**src/rtl/strap_defs.svh**
```systemverilog
// Constant definitions for the reset strap configuration latch.
`ifndef STRAP_DEFS_SVH
`define STRAP_DEFS_SVH
`define ADDR_STATUS        5'h00
`define ADDR_PORT_CFG      5'h04
`define ADDR_SWITCH_CFG    5'h08
`define ADDR_PINCTRL_CFG   5'h0c
`define ADDR_OVERRIDE      5'h10
`define ADDR_ID            5'h14
`define STATUS_LATCHED_BIT 0
`define STATUS_RSVD_BIT    1
`define PORT_AN_LSB        0
`define PORT_SPEED_LSB     8
`define PORT_DUPLEX_LSB    16
`define SW_BACKOFF_BIT     0
`define SW_RETRY_BIT       1
`define SW_FLOW_BIT        2
`define SW_BCAST_BIT       3
`define SW_BUFSHARE_BIT    4
`define SW_AGING_BIT       5
`define SW_FRAMELEN_BIT    6
`define SW_BACKPR_BIT      7
`define SW_P9_SPEED_BIT    8
`define SW_P9_DUPLEX_BIT   9
`define SW_P9_FLOW_BIT     10
`define PC_TAGPRI_BIT      0
`define PC_IFSEL_LSB       1
`define PC_PRIORITY_BUFFER_RESERVE_BIT        3
`define PC_PROGIF_BIT      4
`define PC_XOVER_BIT       5
`define PC_FEF_DIS_BIT     6
`define OV_TAGPRI_EN_BIT   0
`define OV_TAGPRI_VAL_BIT  1
`define OV_PRIORITY_BUFFER_RESERVE_EN_BIT     2
`define OV_PRIORITY_BUFFER_RESERVE_VAL_BIT    3
`define RETRY_LIMIT        5'h10
`define BCAST_LIMIT_PCT    7'h05
`define BUF_EQUAL          10'h071
`define BUF_SHARED         10'h200
`define AGING_MINUTES      4'h5
`define FRAME_MAX_TAGGED   11'h5f2
`define FRAME_MAX_UNTAGGED 11'h5ee
`define FRAME_MAX_LONG     11'h600
`define PRIORITY_BUFFER_RESERVE_KBYTES        4'h6
`define PRI_HIGH_MIN       3'h4
// The identification value is arbitrary.
`define DEVICE_ID          32'h00c0_ffee
`endif

```
**src/rtl/strap_pkg.sv**
```systemverilog
// Types shared by the reset strap configuration latch.
package strap_pkg;
   typedef enum logic [1:0]
   {
      IF_DISABLED = 2'b00,
      IF_REVERSE  = 2'b01,
      IF_FORWARD  = 2'b10,
      IF_SERIAL7  = 2'b11
   } port9_if_t;
   typedef enum logic [1:0]
   {
      ST_RESET   = 2'b00,
      ST_SETTLE  = 2'b01,
      ST_RUN     = 2'b10
   } latch_state_t;
endpackage

```
**src/rtl/strap_sync.sv**
```systemverilog
// Two-stage synchroniser for a vector of strap pins.
`timescale 1ns/100ps
module strap_sync #(
   parameter int WIDTH = 1
) (
   input  wire logic             clock,
   input  wire logic             sys_rst,
   input  wire logic [WIDTH-1:0] async_in,
   output logic      [WIDTH-1:0] sync_out
);
   logic [WIDTH-1:0] meta_q;
   logic [WIDTH-1:0] sync_q;

   // The first stage feeds only the second; resets to all ones, the idle strap level.
   always_ff @(posedge clock or posedge sys_rst)
   begin
      if (sys_rst)
      begin
         meta_q <= '1;
         sync_q <= '1;
      end
      else
      begin
         meta_q <= async_in;
         sync_q <= meta_q;
      end
   end

   assign sync_out = sync_q;
endmodule

```
**src/rtl/reset_strap_config_latch.sv**
```systemverilog
// Reset-time strap capture with an Avalon-MM register view of the result.
`timescale 1ns/100ps
`include "strap_defs.svh"
// Summary of operation
// - Ports 1-8 auto-negotiation straps low disable, high enable negotiation.
// - Speed straps low give 10 Mbps, high 100; only with negotiation off.
// - Duplex straps low give full duplex; used when negotiation off or unanswered.
// - Backoff strap low gives gentler back-off, high more aggressive.
// - Retry strap low drops frame after 16 collisions, high retries forever.
// - Flow-control strap low disables switch flow control, high enables.
// - Broadcast strap low limits broadcast to five percent, high unlimited.
// - Buffer strap low gives 113 buffers each, high shares up to 512.
// - Aging strap low disables aging, high ages at five minutes.
// - Frame strap low caps 1522/1518 bytes, high allows 1536 bytes.
// - Back-pressure strap low disables half-duplex back pressure, high enables.
// - Port 9 speed strap low gives 10 Mbps, high 100 Mbps.
// - Port 9 duplex strap low gives half duplex, high full duplex.
// - Port 9 flow strap low enables flow control, high disables.
// - Tag priority input picks EEPROM or tag priority; EEPROM overrides; 4-7 high.
// - Port 9 select: 00 off, 01 reverse, 10 forward, 11 seven-wire.
// - Priority reserve input 1 reserves 6KB; EEPROM setting overrides it.
// - Programming select 0 is processor, 1 EEPROM or unused serial lines.
// - Crossover input high enables automatic pair swap, low disables it.
// - Fault input high disables far-end-fault signalling, else normal.
// - Straps sampled only in reset; low is alternative, float or high default.
// - Shared pins are inputs during reset, driven only after sampling ends.
module reset_strap_config_latch #(
   // DEVICE_ID defaults to an arbitrary identification value.
   parameter int          PORTS     = 8,
   parameter int          SETTLE    = 2,
   parameter logic [31:0] DEVICE_ID = `DEVICE_ID
) (
   input  wire logic               clock,
   input  wire logic               sys_rst,
   input  wire logic [PORTS-1:0]   strap_an,
   input  wire logic [PORTS-1:0]   strap_speed,
   input  wire logic [PORTS-1:0]   strap_duplex,
   input  wire logic               strap_backoff_aggr,
   input  wire logic               strap_collision_retry,
   input  wire logic               strap_flow_ctrl,
   input  wire logic               strap_bcast_storm,
   input  wire logic               strap_buffer_share,
   input  wire logic               strap_addr_aging,
   input  wire logic               strap_frame_len,
   input  wire logic               strap_back_pressure,
   input  wire logic               strap_p9_speed,
   input  wire logic               strap_p9_duplex,
   input  wire logic               strap_p9_flow,
   input  wire logic               strap_p9_reserved,
   input  wire logic               tag_priority_enable,
   input  wire logic [1:0]         port9_if_select,
   input  wire logic               priority_buffer_reserve,
   input  wire logic               prog_if_select,
   input  wire logic               crossover_enable,
   input  wire logic               far_end_fault,
   input  wire logic [PORTS-1:0]   partner_negotiates,
   input  wire logic [4:0]         avs_address,
   input  wire logic               avs_read,
   input  wire logic               avs_write,
   input  wire logic [31:0]        avs_writedata,
   input  wire logic [3:0]         avs_byteenable,
   output logic      [31:0]        avs_readdata,
   output logic                    avs_waitrequest,
   output logic      [1:0]         avs_response,
   output logic                    strap_pins_oe,
   output logic                    config_valid,
   output logic      [PORTS-1:0]   port_an_en,
   output logic      [PORTS-1:0]   port_speed_100,
   output logic      [PORTS-1:0]   port_full_duplex,
   output logic                    backoff_aggressive,
   output logic                    retry_unlimited,
   output logic      [4:0]         collision_limit,
   output logic                    flow_ctrl_en,
   output logic                    bcast_unlimited,
   output logic      [6:0]         bcast_limit_pct,
   output logic      [9:0]         buffers_per_port,
   output logic                    aging_en,
   output logic      [3:0]         aging_minutes,
   output logic      [10:0]        frame_max_tagged,
   output logic      [10:0]        frame_max_untagged,
   output logic                    back_pressure_en,
   output logic                    p9_speed_100,
   output logic                    p9_full_duplex,
   output logic                    p9_flow_en,
   output logic                    p9_reserved_mode,
   output logic                    tag_priority_use,
   output logic      [2:0]         priority_high_min,
   output strap_pkg::port9_if_t    port9_mode,
   output logic                    seven_wire_serial_if,
   output logic      [3:0]         priority_reserve_kb,
   output logic                    prog_if_eeprom,
   output logic                    crossover_auto,
   output logic                    far_end_fault_dis
);
   // Nineteen single straps sit above the three per-port groups.
   localparam int NSTRAP = 3 * PORTS + 19;

   // Pins packed into one vector so a single synchroniser serves them all.
   logic [NSTRAP-1:0] pins_raw;
   logic [NSTRAP-1:0] pins_sync;

   assign pins_raw = {far_end_fault, crossover_enable, prog_if_select,
                      priority_buffer_reserve, port9_if_select, tag_priority_enable,
                      strap_p9_reserved, strap_p9_flow, strap_p9_duplex, strap_p9_speed,
                      strap_back_pressure, strap_frame_len, strap_addr_aging,
                      strap_buffer_share, strap_bcast_storm, strap_flow_ctrl,
                      strap_collision_retry, strap_backoff_aggr,
                      strap_duplex, strap_speed, strap_an};

   strap_sync #(
      .WIDTH    (NSTRAP)
   ) u_sync (
      .clock    (clock),
      .sys_rst  (sys_rst),
      .async_in (pins_raw),
      .sync_out (pins_sync)
   );

   // Sequencer state; the settle count lets synchronised values land first.
   strap_pkg::latch_state_t state_q;
   strap_pkg::latch_state_t state_d;
   logic [3:0]              settle_q;
   logic [3:0]              settle_d;
   logic [NSTRAP-1:0]       snap_q;
   logic [NSTRAP-1:0]       snap_d;
   logic [3:0]              ovr_q;
   logic [3:0]              ovr_d;
   logic                    ack_q;
   logic                    ack_d;
   logic [31:0]             rdata_q;
   logic [31:0]             rdata_d;
   logic [1:0]              resp_q;
   logic [1:0]              resp_d;

   // The internal reset is the active-high pin; the snapshot holds defaults while it holds.
   // After release the pins settle through the synchroniser, then freeze.
   always_comb
   begin
      state_d  = state_q;
      settle_d = settle_q;
      snap_d   = snap_q;
      unique case (state_q)
         strap_pkg::ST_RESET:
         begin
            snap_d   = pins_sync;
            settle_d = 4'(SETTLE);
            state_d  = strap_pkg::ST_SETTLE;
         end
         strap_pkg::ST_SETTLE:
         begin
            snap_d = pins_sync;
            if (settle_q == 4'h0)
            begin
               state_d = strap_pkg::ST_RUN;
            end
            else
            begin
               settle_d = settle_q - 4'h1;
            end
         end
         strap_pkg::ST_RUN:
         begin
            snap_d = snap_q;
         end
         default:
         begin
            state_d = strap_pkg::ST_RESET;
         end
      endcase
   end

   // Snapshot resets to all ones, the float/pull-up default of every strap.
   always_ff @(posedge clock or posedge sys_rst)
   begin
      if (sys_rst)
      begin
         state_q  <= strap_pkg::ST_RESET;
         settle_q <= 4'h0;
         snap_q   <= '1;
      end
      else
      begin
         state_q  <= state_d;
         settle_q <= settle_d;
         snap_q   <= snap_d;
      end
   end

   // Shared pins stay released until the snapshot is frozen.
   assign config_valid  = (state_q == strap_pkg::ST_RUN);
   assign strap_pins_oe = (state_q == strap_pkg::ST_RUN);

   // Field views of the snapshot.
   logic [PORTS-1:0] s_an;
   logic [PORTS-1:0] s_speed;
   logic [PORTS-1:0] s_duplex;
   logic [18:0]      s_misc;

   assign s_an     = snap_q[PORTS-1:0];
   assign s_speed  = snap_q[2*PORTS-1:PORTS];
   assign s_duplex = snap_q[3*PORTS-1:2*PORTS];
   assign s_misc   = snap_q[NSTRAP-1:3*PORTS];

   // Per-port modes; a pull-down reads as low and selects the alternative.
   assign port_an_en = s_an;
   assign port_speed_100 = s_speed | s_an;
   assign port_full_duplex = ~s_duplex & (~s_an | ~partner_negotiates);

   // Switch-wide settings.
   assign backoff_aggressive = s_misc[0];
   assign retry_unlimited    = s_misc[1];
   assign collision_limit    = `RETRY_LIMIT;
   assign flow_ctrl_en       = s_misc[2];
   assign bcast_unlimited    = s_misc[3];
   assign bcast_limit_pct    = `BCAST_LIMIT_PCT;
   assign buffers_per_port   = s_misc[4] ? `BUF_SHARED : `BUF_EQUAL;
   assign aging_en           = s_misc[5];
   assign aging_minutes      = `AGING_MINUTES;
   assign frame_max_tagged   = s_misc[6] ? `FRAME_MAX_LONG : `FRAME_MAX_TAGGED;
   assign frame_max_untagged = s_misc[6] ? `FRAME_MAX_LONG : `FRAME_MAX_UNTAGGED;
   assign back_pressure_en   = s_misc[7];

   // Ninth port; note duplex and flow polarity differ from ports 1 to 8.
   assign p9_speed_100     = s_misc[8];
   assign p9_full_duplex   = s_misc[9];
   assign p9_flow_en       = ~s_misc[10];
   assign p9_reserved_mode = ~s_misc[11];

   // Control pins, with EEPROM overrides taking precedence where allowed.
   assign tag_priority_use = ovr_q[`OV_TAGPRI_EN_BIT] ? ovr_q[`OV_TAGPRI_VAL_BIT]
                                                      : s_misc[12];
   assign priority_high_min = `PRI_HIGH_MIN;
   assign port9_mode = strap_pkg::port9_if_t'(s_misc[14:13]);
   assign seven_wire_serial_if = (port9_mode == strap_pkg::IF_SERIAL7);
   logic priority_buffer_reserve_on;
   assign priority_buffer_reserve_on = ovr_q[`OV_PRIORITY_BUFFER_RESERVE_EN_BIT] ? ovr_q[`OV_PRIORITY_BUFFER_RESERVE_VAL_BIT] : s_misc[15];
   assign priority_reserve_kb = priority_buffer_reserve_on ? `PRIORITY_BUFFER_RESERVE_KBYTES : 4'h0;
   assign prog_if_eeprom    = s_misc[16];
   assign crossover_auto    = s_misc[17];
   assign far_end_fault_dis = s_misc[18];

   // Register images built once for the read mux.
   logic [31:0] port_word;
   logic [31:0] sw_word;
   logic [31:0] pc_word;

   always_comb
   begin
      port_word = 32'h0;
      port_word[`PORT_AN_LSB +: PORTS]     = port_an_en;
      port_word[`PORT_SPEED_LSB +: PORTS]  = port_speed_100;
      port_word[`PORT_DUPLEX_LSB +: PORTS] = port_full_duplex;
      sw_word = 32'h0;
      sw_word[`SW_BACKOFF_BIT]   = backoff_aggressive;
      sw_word[`SW_RETRY_BIT]     = retry_unlimited;
      sw_word[`SW_FLOW_BIT]      = flow_ctrl_en;
      sw_word[`SW_BCAST_BIT]     = bcast_unlimited;
      sw_word[`SW_BUFSHARE_BIT]  = s_misc[4];
      sw_word[`SW_AGING_BIT]     = aging_en;
      sw_word[`SW_FRAMELEN_BIT]  = s_misc[6];
      sw_word[`SW_BACKPR_BIT]    = back_pressure_en;
      sw_word[`SW_P9_SPEED_BIT]  = p9_speed_100;
      sw_word[`SW_P9_DUPLEX_BIT] = p9_full_duplex;
      sw_word[`SW_P9_FLOW_BIT]   = p9_flow_en;
      pc_word = 32'h0;
      pc_word[`PC_TAGPRI_BIT]     = tag_priority_use;
      pc_word[`PC_IFSEL_LSB +: 2] = port9_mode;
      pc_word[`PC_PRIORITY_BUFFER_RESERVE_BIT]       = priority_buffer_reserve_on;
      pc_word[`PC_PROGIF_BIT]     = prog_if_eeprom;
      pc_word[`PC_XOVER_BIT]      = crossover_auto;
      pc_word[`PC_FEF_DIS_BIT]    = far_end_fault_dis;
   end

   // Applies byte enables to the low byte of the override register.
   function automatic logic [3:0] merge_low(input logic [3:0] old_v,
                                            input logic [31:0] wd,
                                            input logic [3:0] be);
      merge_low = be[0] ? wd[3:0] : old_v;
   endfunction

   // Bus slave: one wait cycle, then a one-cycle answer; unmapped gives slave error.
   always_comb
   begin
      ack_d   = 1'b0;
      ovr_d   = ovr_q;
      rdata_d = rdata_q;
      resp_d  = resp_q;
      if ((avs_read || avs_write) && !ack_q)
      begin
         ack_d   = 1'b1;
         resp_d  = 2'b00;
         rdata_d = 32'h0;
         unique case (avs_address[4:2])
            3'h0: rdata_d = {30'h0, p9_reserved_mode, config_valid};
            3'h1: rdata_d = port_word;
            3'h2: rdata_d = sw_word;
            3'h3: rdata_d = pc_word;
            3'h4:
            begin
               rdata_d = {28'h0, ovr_q};
            end
            3'h5: rdata_d = DEVICE_ID;
            default: resp_d = 2'b10;
         endcase
         if (avs_write)
         begin
            rdata_d = 32'h0;
         end
      end
      // A write lands only at the edge where the master sees waitrequest low,
      // so a request still waiting never changes the override bits.
      if (avs_write && ack_q && (avs_address[4:2] == 3'h4))
      begin
         ovr_d = merge_low(ovr_q, avs_writedata, avs_byteenable);
      end
   end

   // Bus registers; the override bits stand in for the EEPROM's precedence.
   always_ff @(posedge clock or posedge sys_rst)
   begin
      if (sys_rst)
      begin
         ack_q   <= 1'b0;
         ovr_q   <= 4'h0;
         rdata_q <= 32'h0;
         resp_q  <= 2'b00;
      end
      else
      begin
         ack_q   <= ack_d;
         ovr_q   <= ovr_d;
         rdata_q <= rdata_d;
         resp_q  <= resp_d;
      end
   end

   // Waitrequest is combinational so the answer costs only one wait cycle.
   assign avs_waitrequest = (avs_read || avs_write) && !ack_q;
   assign avs_readdata    = rdata_q;
   assign avs_response    = resp_q;
endmodule

```
**config.mk**
```make
export PLATFORM = sky130hd
export DESIGN_NAME = reset_strap_config_latch
export DESIGN_NICKNAME = d
export VERILOG_FILES = /design/src/rtl/strap_pkg.sv /design/src/rtl/strap_sync.sv /design/src/rtl/reset_strap_config_latch.sv
export VERILOG_INCLUDE_DIRS = /design/src /design/src/rtl
export SDC_FILE = /design/constraint.sdc
export NUM_CORES = 1
export LEC_CHECK = 0
export BUFFER_PORTS_ARGS = -buffer_cell sky130_fd_sc_hd__buf_2
export CAP_MARGIN = 20
export CORE_MARGIN = 5
export CORE_UTILIZATION = 50
export CTS_BUF_LIST = sky130_fd_sc_hd__clkbuf_8
export DETAILED_ROUTE_END_ITERATION = 8
export GPL_TIMING_DRIVEN = 1
export PLACE_DENSITY = 0.79
export SKIP_CTS_REPAIR_TIMING = 1
export SLEW_MARGIN = 20
export SYNTH_ARGS = -nofsm -noshare
export SYNTH_HDL_FRONTEND = slang
export SYNTH_SLANG_ARGS = --single-unit
export TNS_END_PERCENT = 50
```
**constraint.sdc**
```tcl
create_clock -name clock -period 8.9 [get_ports clock]
set_clock_uncertainty 0.1 [all_clocks]
set_input_delay 1.78 -clock clock [delete_from_list [all_inputs] [get_ports clock]]
set_output_delay 1.78 -clock clock [all_outputs]
set_load 0.01 [all_outputs]
```
==> summary.txt, run 1 <==
FLOORPLAN
----------------------------------------------------------------------------------------
Placeable core region                                                        12500 sq um
Initial Utilization                                                                0.504
Top-level I/O count                                                                  229
Chip Width                                                                        122 um
Total die area                                                               15000 sq um
Number of core rows                                                                   41
Die Height                                                                        122 um

LAYOUT
----------------------------------------------------------------------------------------
Diode count                                                                            0
Number of fill cells in the layout                                                   992
Number of non-filler instances in the completed layout                               757
Total number of nets in the final design                                             670
Multi-input gate area                                                         1520 sq um
Layout-stage area growth over the synthesis result                                 15.4%
Proportion of layout cells with a drive suffix above 1                             0.650
Footprint of the flip-flops and latches                                       4290 sq um

POWER AND IR DROP
----------------------------------------------------------------------------------------
Switching power share of the total                                                 0.240
Switching power total                                                           0.367 mW
Reg power frac                                                                     0.549
PwrDens                                                                      210 nW/um^2
Power share of the combinational group                                             0.088
Peak supply drop                                                              0.000137 V
Relative contribution of the clock network to total power                          0.363
Internal Pwr Total                                                               1.16 mW
Static Leakage                                                                   3.37 nW

ROUTING
----------------------------------------------------------------------------------------
Wire per inst                                                                    16.7 um
Total via count after detailed routing                                              3614
Starting DRT DRC Count                                                               210
Drt via density                                                                     4.77
Total wire length                                                               12700 um
Detailed-router iteration count before antenna repair                                  4
DRC Markers                                                                            0
Post-route antenna net violation count                                                 0

CRITICAL PATH
----------------------------------------------------------------------------------------
Startpoint type of the worst setup path                                     primary input
RR Startpoint                                                                      ack_q
Endpoint of the most critical register-to-register path                     avs_readdata[21]
Setup slack of the worst register-to-register path                               6.81 ns
Crit end category                                                             output pin
WP data required                                                                 7.02 ns
Launch point of the critical path                                              avs_write
Kind of critical path                                                       primary input to output pin
Maximum fanout along the worst path                                                   30
Register-to-Register Path Depth                                                        5
Worst EP arrival                                                                 2.69 ns
Last element of the critical path                                           avs_waitrequest

CLOCKING
----------------------------------------------------------------------------------------
TritonCTS clock tree                                                               built
CTS H-tree depth                                                                       4
Clock Root Buffer                                                               clkbuf_8
Clock transition at the registers of the reported paths                          0.09 ns
# clock sinks                                                                        165
Clock latency at the later pin of the worst-skew pair                            0.45 ns
Inserted Clock Buffers                                                                17
Longest Clk Path Bufs                                                                  2

GLOBAL ROUTE
----------------------------------------------------------------------------------------
Global-route wire length before repair                                          19500 um
Global route overflow                                                                  0
Number of global-route vias before repair                                           3758
Total track usage                                                                  0.174
Number of antenna violations at the first check in global routing                      1
Largest net degree at the start of global routing                                     95

SYNTH
----------------------------------------------------------------------------------------
Synth Area in XOR/XNOR                                                                 0
Synthesized netlist cell count                                                       444
Compound-cell area share of the yosys netlist                                     0.0633
Per-instance average area after synthesis                                     14.2 sq um
Post-Synth Adder-Cell Area                                                       0.00397
Number of enable flip-flop cells after synthesis                                       0
Multiplexer area fraction after synthesis                                         0.0925
Post-synthesis register bit count                                                    165
Yosys synthesis warning count                                                          0
Area share of the leading cell type in the synthesized netlist                     0.538
Leading register cell type out of synthesis                                      dfstp_2
Sequential share of the synthesized area                                           0.680
FFs w/ async S/R, synth                                                             1.00
Simple-Gate Fraction of Synth Area                                                0.0556
Library cell occupying the most area in the post-synthesis netlist               dfstp_2
Unique masters post-synth                                                             40
Dominant combinational cell family by area after synthesis                  buffers and inverters
Synth Cell Area                                                               6310 sq um
Leading cell types by total area after synthesis                            dfstp_2 (54%), dfrtp_1 (14%), mux2_2 (8.9%)

HOLD PATH
----------------------------------------------------------------------------------------
Hold Crit Class                                                             register to register

TIMING
----------------------------------------------------------------------------------------
Final total negative setup slack                                                    0 ns
Upper clock frequency limit                                                      219 MHz
Max-slew violation total from the final report                                         0
Relative slew slack                                                                0.472
Setup repair after global routing missed its margin                                   no
Final hold viol count                                                                  0
Tightest Pin Transition                                                         0.792 ns
Final count of negative-setup-slack endpoints                                          0
Final critical-path share of the clock period                                      0.513
Time the final worst path needs with I/O delays and setup                        4.57 ns

RUN
----------------------------------------------------------------------------------------
Max-cap violations                                                                     0

STATUS
----------------------------------------------------------------------------------------
Result of the run                                                              completed

PLACEMENT
----------------------------------------------------------------------------------------
Port buffer count                                                                    153
Total half-perimeter wirelength after legalization and detailed placement        8950 um
Routability congestion estimate                                                    0.786
Placed Cells incl. Taps                                                              725

[routing by layer]
layer	up-vias	GRT usage	routed length [um]
li1	1630	-	-
met1	1796	0.214	5150
met2	160	0.284	6190
met3	26	0.0502	1080
met4	2	0.0847	239
met5	-	0	13
[cells by family after synthesis]
kind of cell / Yosys count
adder cells (fa/ha/maj): 2
AND/OR/NAND/NOR: 68
multiplexers: 52
buffers and inverters: 96
AO/OA/AOI/OAI: 59
flip-flops: 165
other: 2
[area by class of cell]
| type | count | share of cell area |
|---|---|---|
| Sequential cell | 165 | 0.590 |
| Multi-Input combinational cell | 223 | 0.209 |
| Timing Repair Buffer | 156 | 0.109 |
| Tap cell | 172 | 0.0296 |
| Clock buffer | 19 | 0.0359 |
| Clock inverter | 13 | 0.0215 |
| Inverter | 9 | 0.00533 |
[cells in the final DEF, fill, tap and decap left out, drive strengths merged, types with 2 or more instances in the layout]
cell / count
nor2: 15
ha: 2
clkinvlp: 4
clkbuf: 19
a21o: 2
conb: 42
dfrtp: 36
nand3: 6
a22o: 14
or3: 2
clkinv: 2
bufinv: 3
mux2: 50
o21ai: 18
inv: 13
a22oi: 2
mux2i: 2
a21oi: 11
nand2b: 2
o221ai: 2
nand2: 20
dfstp: 129
nor2b: 7
o211ai: 5
or2: 8
and2: 3
buf: 156
[synthesized netlist by cell type, types with 8 or more instances]
cell,count
a22o_1,14
dfrtp_1,36
mux2_2,50
buf_4,73
a21oi_1,11
nand2_1,20
buf_2,12
dfstp_2,129
inv_1,9
o21ai_0,18
or2_2,8
nor2_1,15
[power by group through the flow]
stage | Combinational (mW) | Clock (mW) | Sequential [mW]
final | 0.135 | 0.554 | 0.839
after global routing | 0.149 | 0.605 | 0.845
after floorplan | 0.0972 | 0 | 0.849
after detailed placement | 0.137 | 0 | 0.851
after global placement | 0.133 | 0 | 0.849
after CTS | 0.137 | 0.569 | 0.840
[registers in the layout, indices dropped and copies added (netlist names)]
signal           cells
u_sync.meta_q       43
state_q              2
u_sync.sync_out     43
avs_response         1
ack_q                1
settle_q             4
snap_q              43
ovr_q                4
avs_readdata        24
[through the flow]
stage | instance area (sq um) | hold WS [ns] | setup slack, ns | total power [mW] | util
2_1_floorplan | 6460 | 0.245 | 2.77 | 0.946 | -
3_3_place_gp | 6850 | 0.245 | 4.35 | 0.981 | 0.547
3_5_place_dp | 6850 | 0.247 | 4.33 | 0.988 | 0.547
4_1_cts | 7270 | 0.248 | 4.33 | 1.55 | 0.581
5_1_grt | 7270 | 0.248 | 4.27 | 1.60 | 0.581
6_report | 7270 | 0.248 | 4.33 | 1.53 | 0.581
[worst max-delay path: stages]
cell,delay (ns)
buf_2,0.15
o21bai_2,0.13
buf_4,0.35
inv_1,0.11
buf_2,0.16
[worst min-delay path by stage]
stage | startpoint | endpoint | slack, ns | cells after the start
5_1_grt | u_sync.meta_q[12] | u_sync.sync_out[12] | 0.25 | 0
2_1_floorplan | u_sync.meta_q[0] | u_sync.sync_out[0] | 0.25 | 0
3_3_place_gp | u_sync.meta_q[34] | u_sync.sync_out[34] | 0.25 | 0
4_1_cts | u_sync.meta_q[12] | u_sync.sync_out[12] | 0.25 | 0
3_5_place_dp | u_sync.meta_q[16] | u_sync.sync_out[16] | 0.25 | 0
6_report | u_sync.meta_q[12] | u_sync.sync_out[12] | 0.25 | 0
Power figures use the tool's default switching activity.
==> run 2, diff against run 1 <==
--- a/config.mk
+++ b/config.mk
@@ -6,14 +6,15 @@
 export SDC_FILE = /design/constraint.sdc
 export NUM_CORES = 1
 export LEC_CHECK = 0
+export ABC_AREA = 1
 export BUFFER_PORTS_ARGS = -buffer_cell sky130_fd_sc_hd__buf_2
 export CAP_MARGIN = 20
 export CORE_MARGIN = 5
-export CORE_UTILIZATION = 50
+export CORE_UTILIZATION = 46
 export CTS_BUF_LIST = sky130_fd_sc_hd__clkbuf_8
 export DETAILED_ROUTE_END_ITERATION = 8
 export GPL_TIMING_DRIVEN = 1
-export PLACE_DENSITY = 0.79
+export PLACE_DENSITY = 0.76
 export SKIP_CTS_REPAIR_TIMING = 1
 export SLEW_MARGIN = 20
 export SYNTH_ARGS = -nofsm -noshare
==> constraint.sdc (replaced) <==
create_clock -name clock -period 4 [get_ports clock]
set_clock_uncertainty 0.1 [all_clocks]
set_input_delay 0.8 -clock clock [delete_from_list [all_inputs] [get_ports clock]]
set_output_delay 0.8 -clock clock [all_outputs]
set_load 0.01 [all_outputs]
==> run 2 against run 1 <==
Net effect:
- first-iteration DRC count fell by 40%
- via count up 14%
- critical path depth is 1 lower
- area after synthesis up 2.3%
- combinational power grew 130%
- total power increased by 120%
- sequential cell count did not move
- sequential power grew 120%
==> summary.txt, run 2 <==
STATUS
----------------------------------------------------------------------------------------
Result of the run                                                              completed

FLOORPLAN
----------------------------------------------------------------------------------------
Number of core rows                                                                   43
Initial Utilization                                                                0.466
Placeable core region                                                        13800 sq um
Total die area                                                               16500 sq um
Top-level I/O count                                                                  229
Chip Width                                                                        128 um
Die Height                                                                        128 um

SYNTH
----------------------------------------------------------------------------------------
Count leader, synth                                                              nand2_1
Area share of the leading cell type in the synthesized netlist                     0.526
Leading cell types by total area after synthesis                            dfstp_2 (53%), dfrtp_1 (14%), nand2_1 (11%)
Yosys synthesis warning count                                                          0
Synthesized netlist cell count                                                       584
FFs w/ async S/R, synth                                                             1.00
Per-instance average area after synthesis                                     11.0 sq um
Synth top cells by count                                                    nand2_1 (192), dfstp_2 (129), buf_4 (77), dfrtp_1 (36)
Leading register cell type out of synthesis                                      dfstp_2
Synth Cell Area                                                               6450 sq um
Number of enable flip-flop cells after synthesis                                       0
Unique masters post-synth                                                             35
Sequential share of the synthesized area                                           0.665
Library cell occupying the most area in the post-synthesis netlist               dfstp_2
Post-synthesis register bit count                                                    165

ROUTING
----------------------------------------------------------------------------------------
Post-route antenna net violation count                                                 0
Total wire length                                                               13700 um
Detailed-router iteration count before antenna repair                                  5
DRC Markers                                                                            0
Wire per inst                                                                    15.1 um
Total via count after detailed routing                                              4116
Starting DRT DRC Count                                                               127
Drt via density                                                                     4.54

POWER AND IR DROP
----------------------------------------------------------------------------------------
PwrDens                                                                      449 nW/um^2
Static Leakage                                                                   3.74 nW
Power after layout                                                               3.32 mW
Peak supply drop                                                              0.000370 V

LAYOUT
----------------------------------------------------------------------------------------
Most used cells in the layout excluding fill and tap cells                  nand2_1 (192), buf_2 (153), dfstp_2 (129)
Diode count                                                                            0
Number of fill cells in the layout                                                  1219
Most frequent standard cell in the layout excluding fill and tap cells           nand2_1
Total number of nets in the final design                                             811
Proportion of layout cells with a drive suffix above 1                             0.477
Layout-stage area growth over the synthesis result                                 14.6%

CRITICAL PATH
----------------------------------------------------------------------------------------
WP data required                                                                 3.10 ns
Worst EP arrival                                                                 1.75 ns
Crit end category                                                             output pin
Startpoint type of the worst setup path                                         register
Maximum fanout along the worst path                                                   37
Setup slack of the worst register-to-register path                               2.36 ns
Kind of critical path                                                       register to output pin

RUN
----------------------------------------------------------------------------------------
Max-cap violations                                                                     0

CLOCKING
----------------------------------------------------------------------------------------
# clock sinks                                                                        165
Inserted Clock Buffers                                                                17
Clock latency at the later pin of the worst-skew pair                            0.45 ns
Clock transition at the registers of the reported paths                          0.08 ns
Clock Root Buffer                                                               clkbuf_8
CTS H-tree depth                                                                       4
Longest Clk Path Bufs                                                                  2
TritonCTS clock tree                                                               built

GLOBAL ROUTE
----------------------------------------------------------------------------------------
Layer with the highest usage after global routing                                   met2
Met2 Usage GRT                                                                     0.276
Global route overflow                                                                  0
Global-route wire length before repair                                          20900 um
Number of antenna violations at the first check in global routing                      0
Met3 GRT Util                                                                     0.0390
Global-route met1 utilization                                                      0.212
Number of global-route vias before repair                                           3963
Total track usage                                                                  0.169
Largest net degree at the start of global routing                                     93

TIMING
----------------------------------------------------------------------------------------
Final critical-path share of the clock period                                      0.663
Final total negative setup slack                                                    0 ns
Upper clock frequency limit                                                      377 MHz
Max-slew violation total from the final report                                         0
Final count of negative-setup-slack endpoints                                          0
Time the final worst path needs with I/O delays and setup                        2.65 ns
Tightest Pin Transition                                                         0.653 ns
Setup repair after global routing missed its margin                                   no
Final hold viol count                                                                  0
Relative slew slack                                                                0.563

HOLD PATH
----------------------------------------------------------------------------------------
Hold Crit Class                                                             register to register

PLACEMENT
----------------------------------------------------------------------------------------
Total half-perimeter wirelength after legalization and detailed placement        9980 um
Routability congestion estimate                                                    0.816
Port buffer count                                                                    153

-- run 2: cells by family (layout without fill, tap and decap cells) --
kind of cell,Yosys count,after routing,share of synthesized area
DFF,165,165,0.665
AOI/OAI and AO/OA,56,56,0.0464
buffers and inverters,117,219,0.116
and+or+nand+nor,240,240,0.165
adders and majority gates,2,2,0.00388
xor gates and xnor gates,2,2,0.00272
other,2,42,0.00116
-- run 2: power breakdown --
part	total [mW]	switching (mW)	internal (mW)	leakage, nW
clock	1.15	0.579	0.567	0.209
combinational	0.305	0.201	0.104	1.70
sequential	1.87	0.0529	1.82	1.84
-- run 2: path summary, 6_finish.rpt --
kind,cells past startpoint,to,start
max in group asynchronous,3,u_sync.meta_q[10],sys_rst
worst max register to register,5,snap_q[37],state_q[1]
worst max-delay path,4,strap_pins_oe,state_q[1]
worst min register to register,0,u_sync.sync_out[31],u_sync.meta_q[31]
min in group asynchronous,2,u_sync.sync_out[38],sys_rst
worst min-delay path,0,u_sync.sync_out[31],u_sync.meta_q[31]
-- run 2: stage by stage --
stage	cell area (sq um)	setup slack, ns	cells	hold WS, ns	utilization
2_1_floorplan	6600	1.11	624	0.245	-
3_3_place_gp	7010	1.72	874	0.245	0.507
3_5_place_dp	7010	1.70	874	0.247	0.507
4_1_cts	7390	1.29	906	0.257	0.535
5_1_grt	7390	1.24	906	0.256	0.535
6_report	7390	1.35	906	0.254	0.535
-- run 2: area by class of cell --
cell class                 instances  area (sq um)  area share
multi-input combinational        342          1560       0.212
sequential                       165          4290       0.580
inverter                          30           119      0.0161
clock buffer                      18           248      0.0335
clock inverter                    14           136      0.0185
tap                              180           225      0.0305
timing repair buffer             157           808       0.109
-- run 2: critical path: stages, from the launching register on --
cell     delay (ns)
dfrtp_1        0.34
buf_4          0.38
inv_2          0.06
nor2_1         0.31
buf_2          0.20
-- run 2: per-layer routing --
metal,vias up,share of wire
met5,-,0
met4,0,0.031
met3,30,0.058
met2,153,0.51
met1,1963,0.40
li1,1970,-
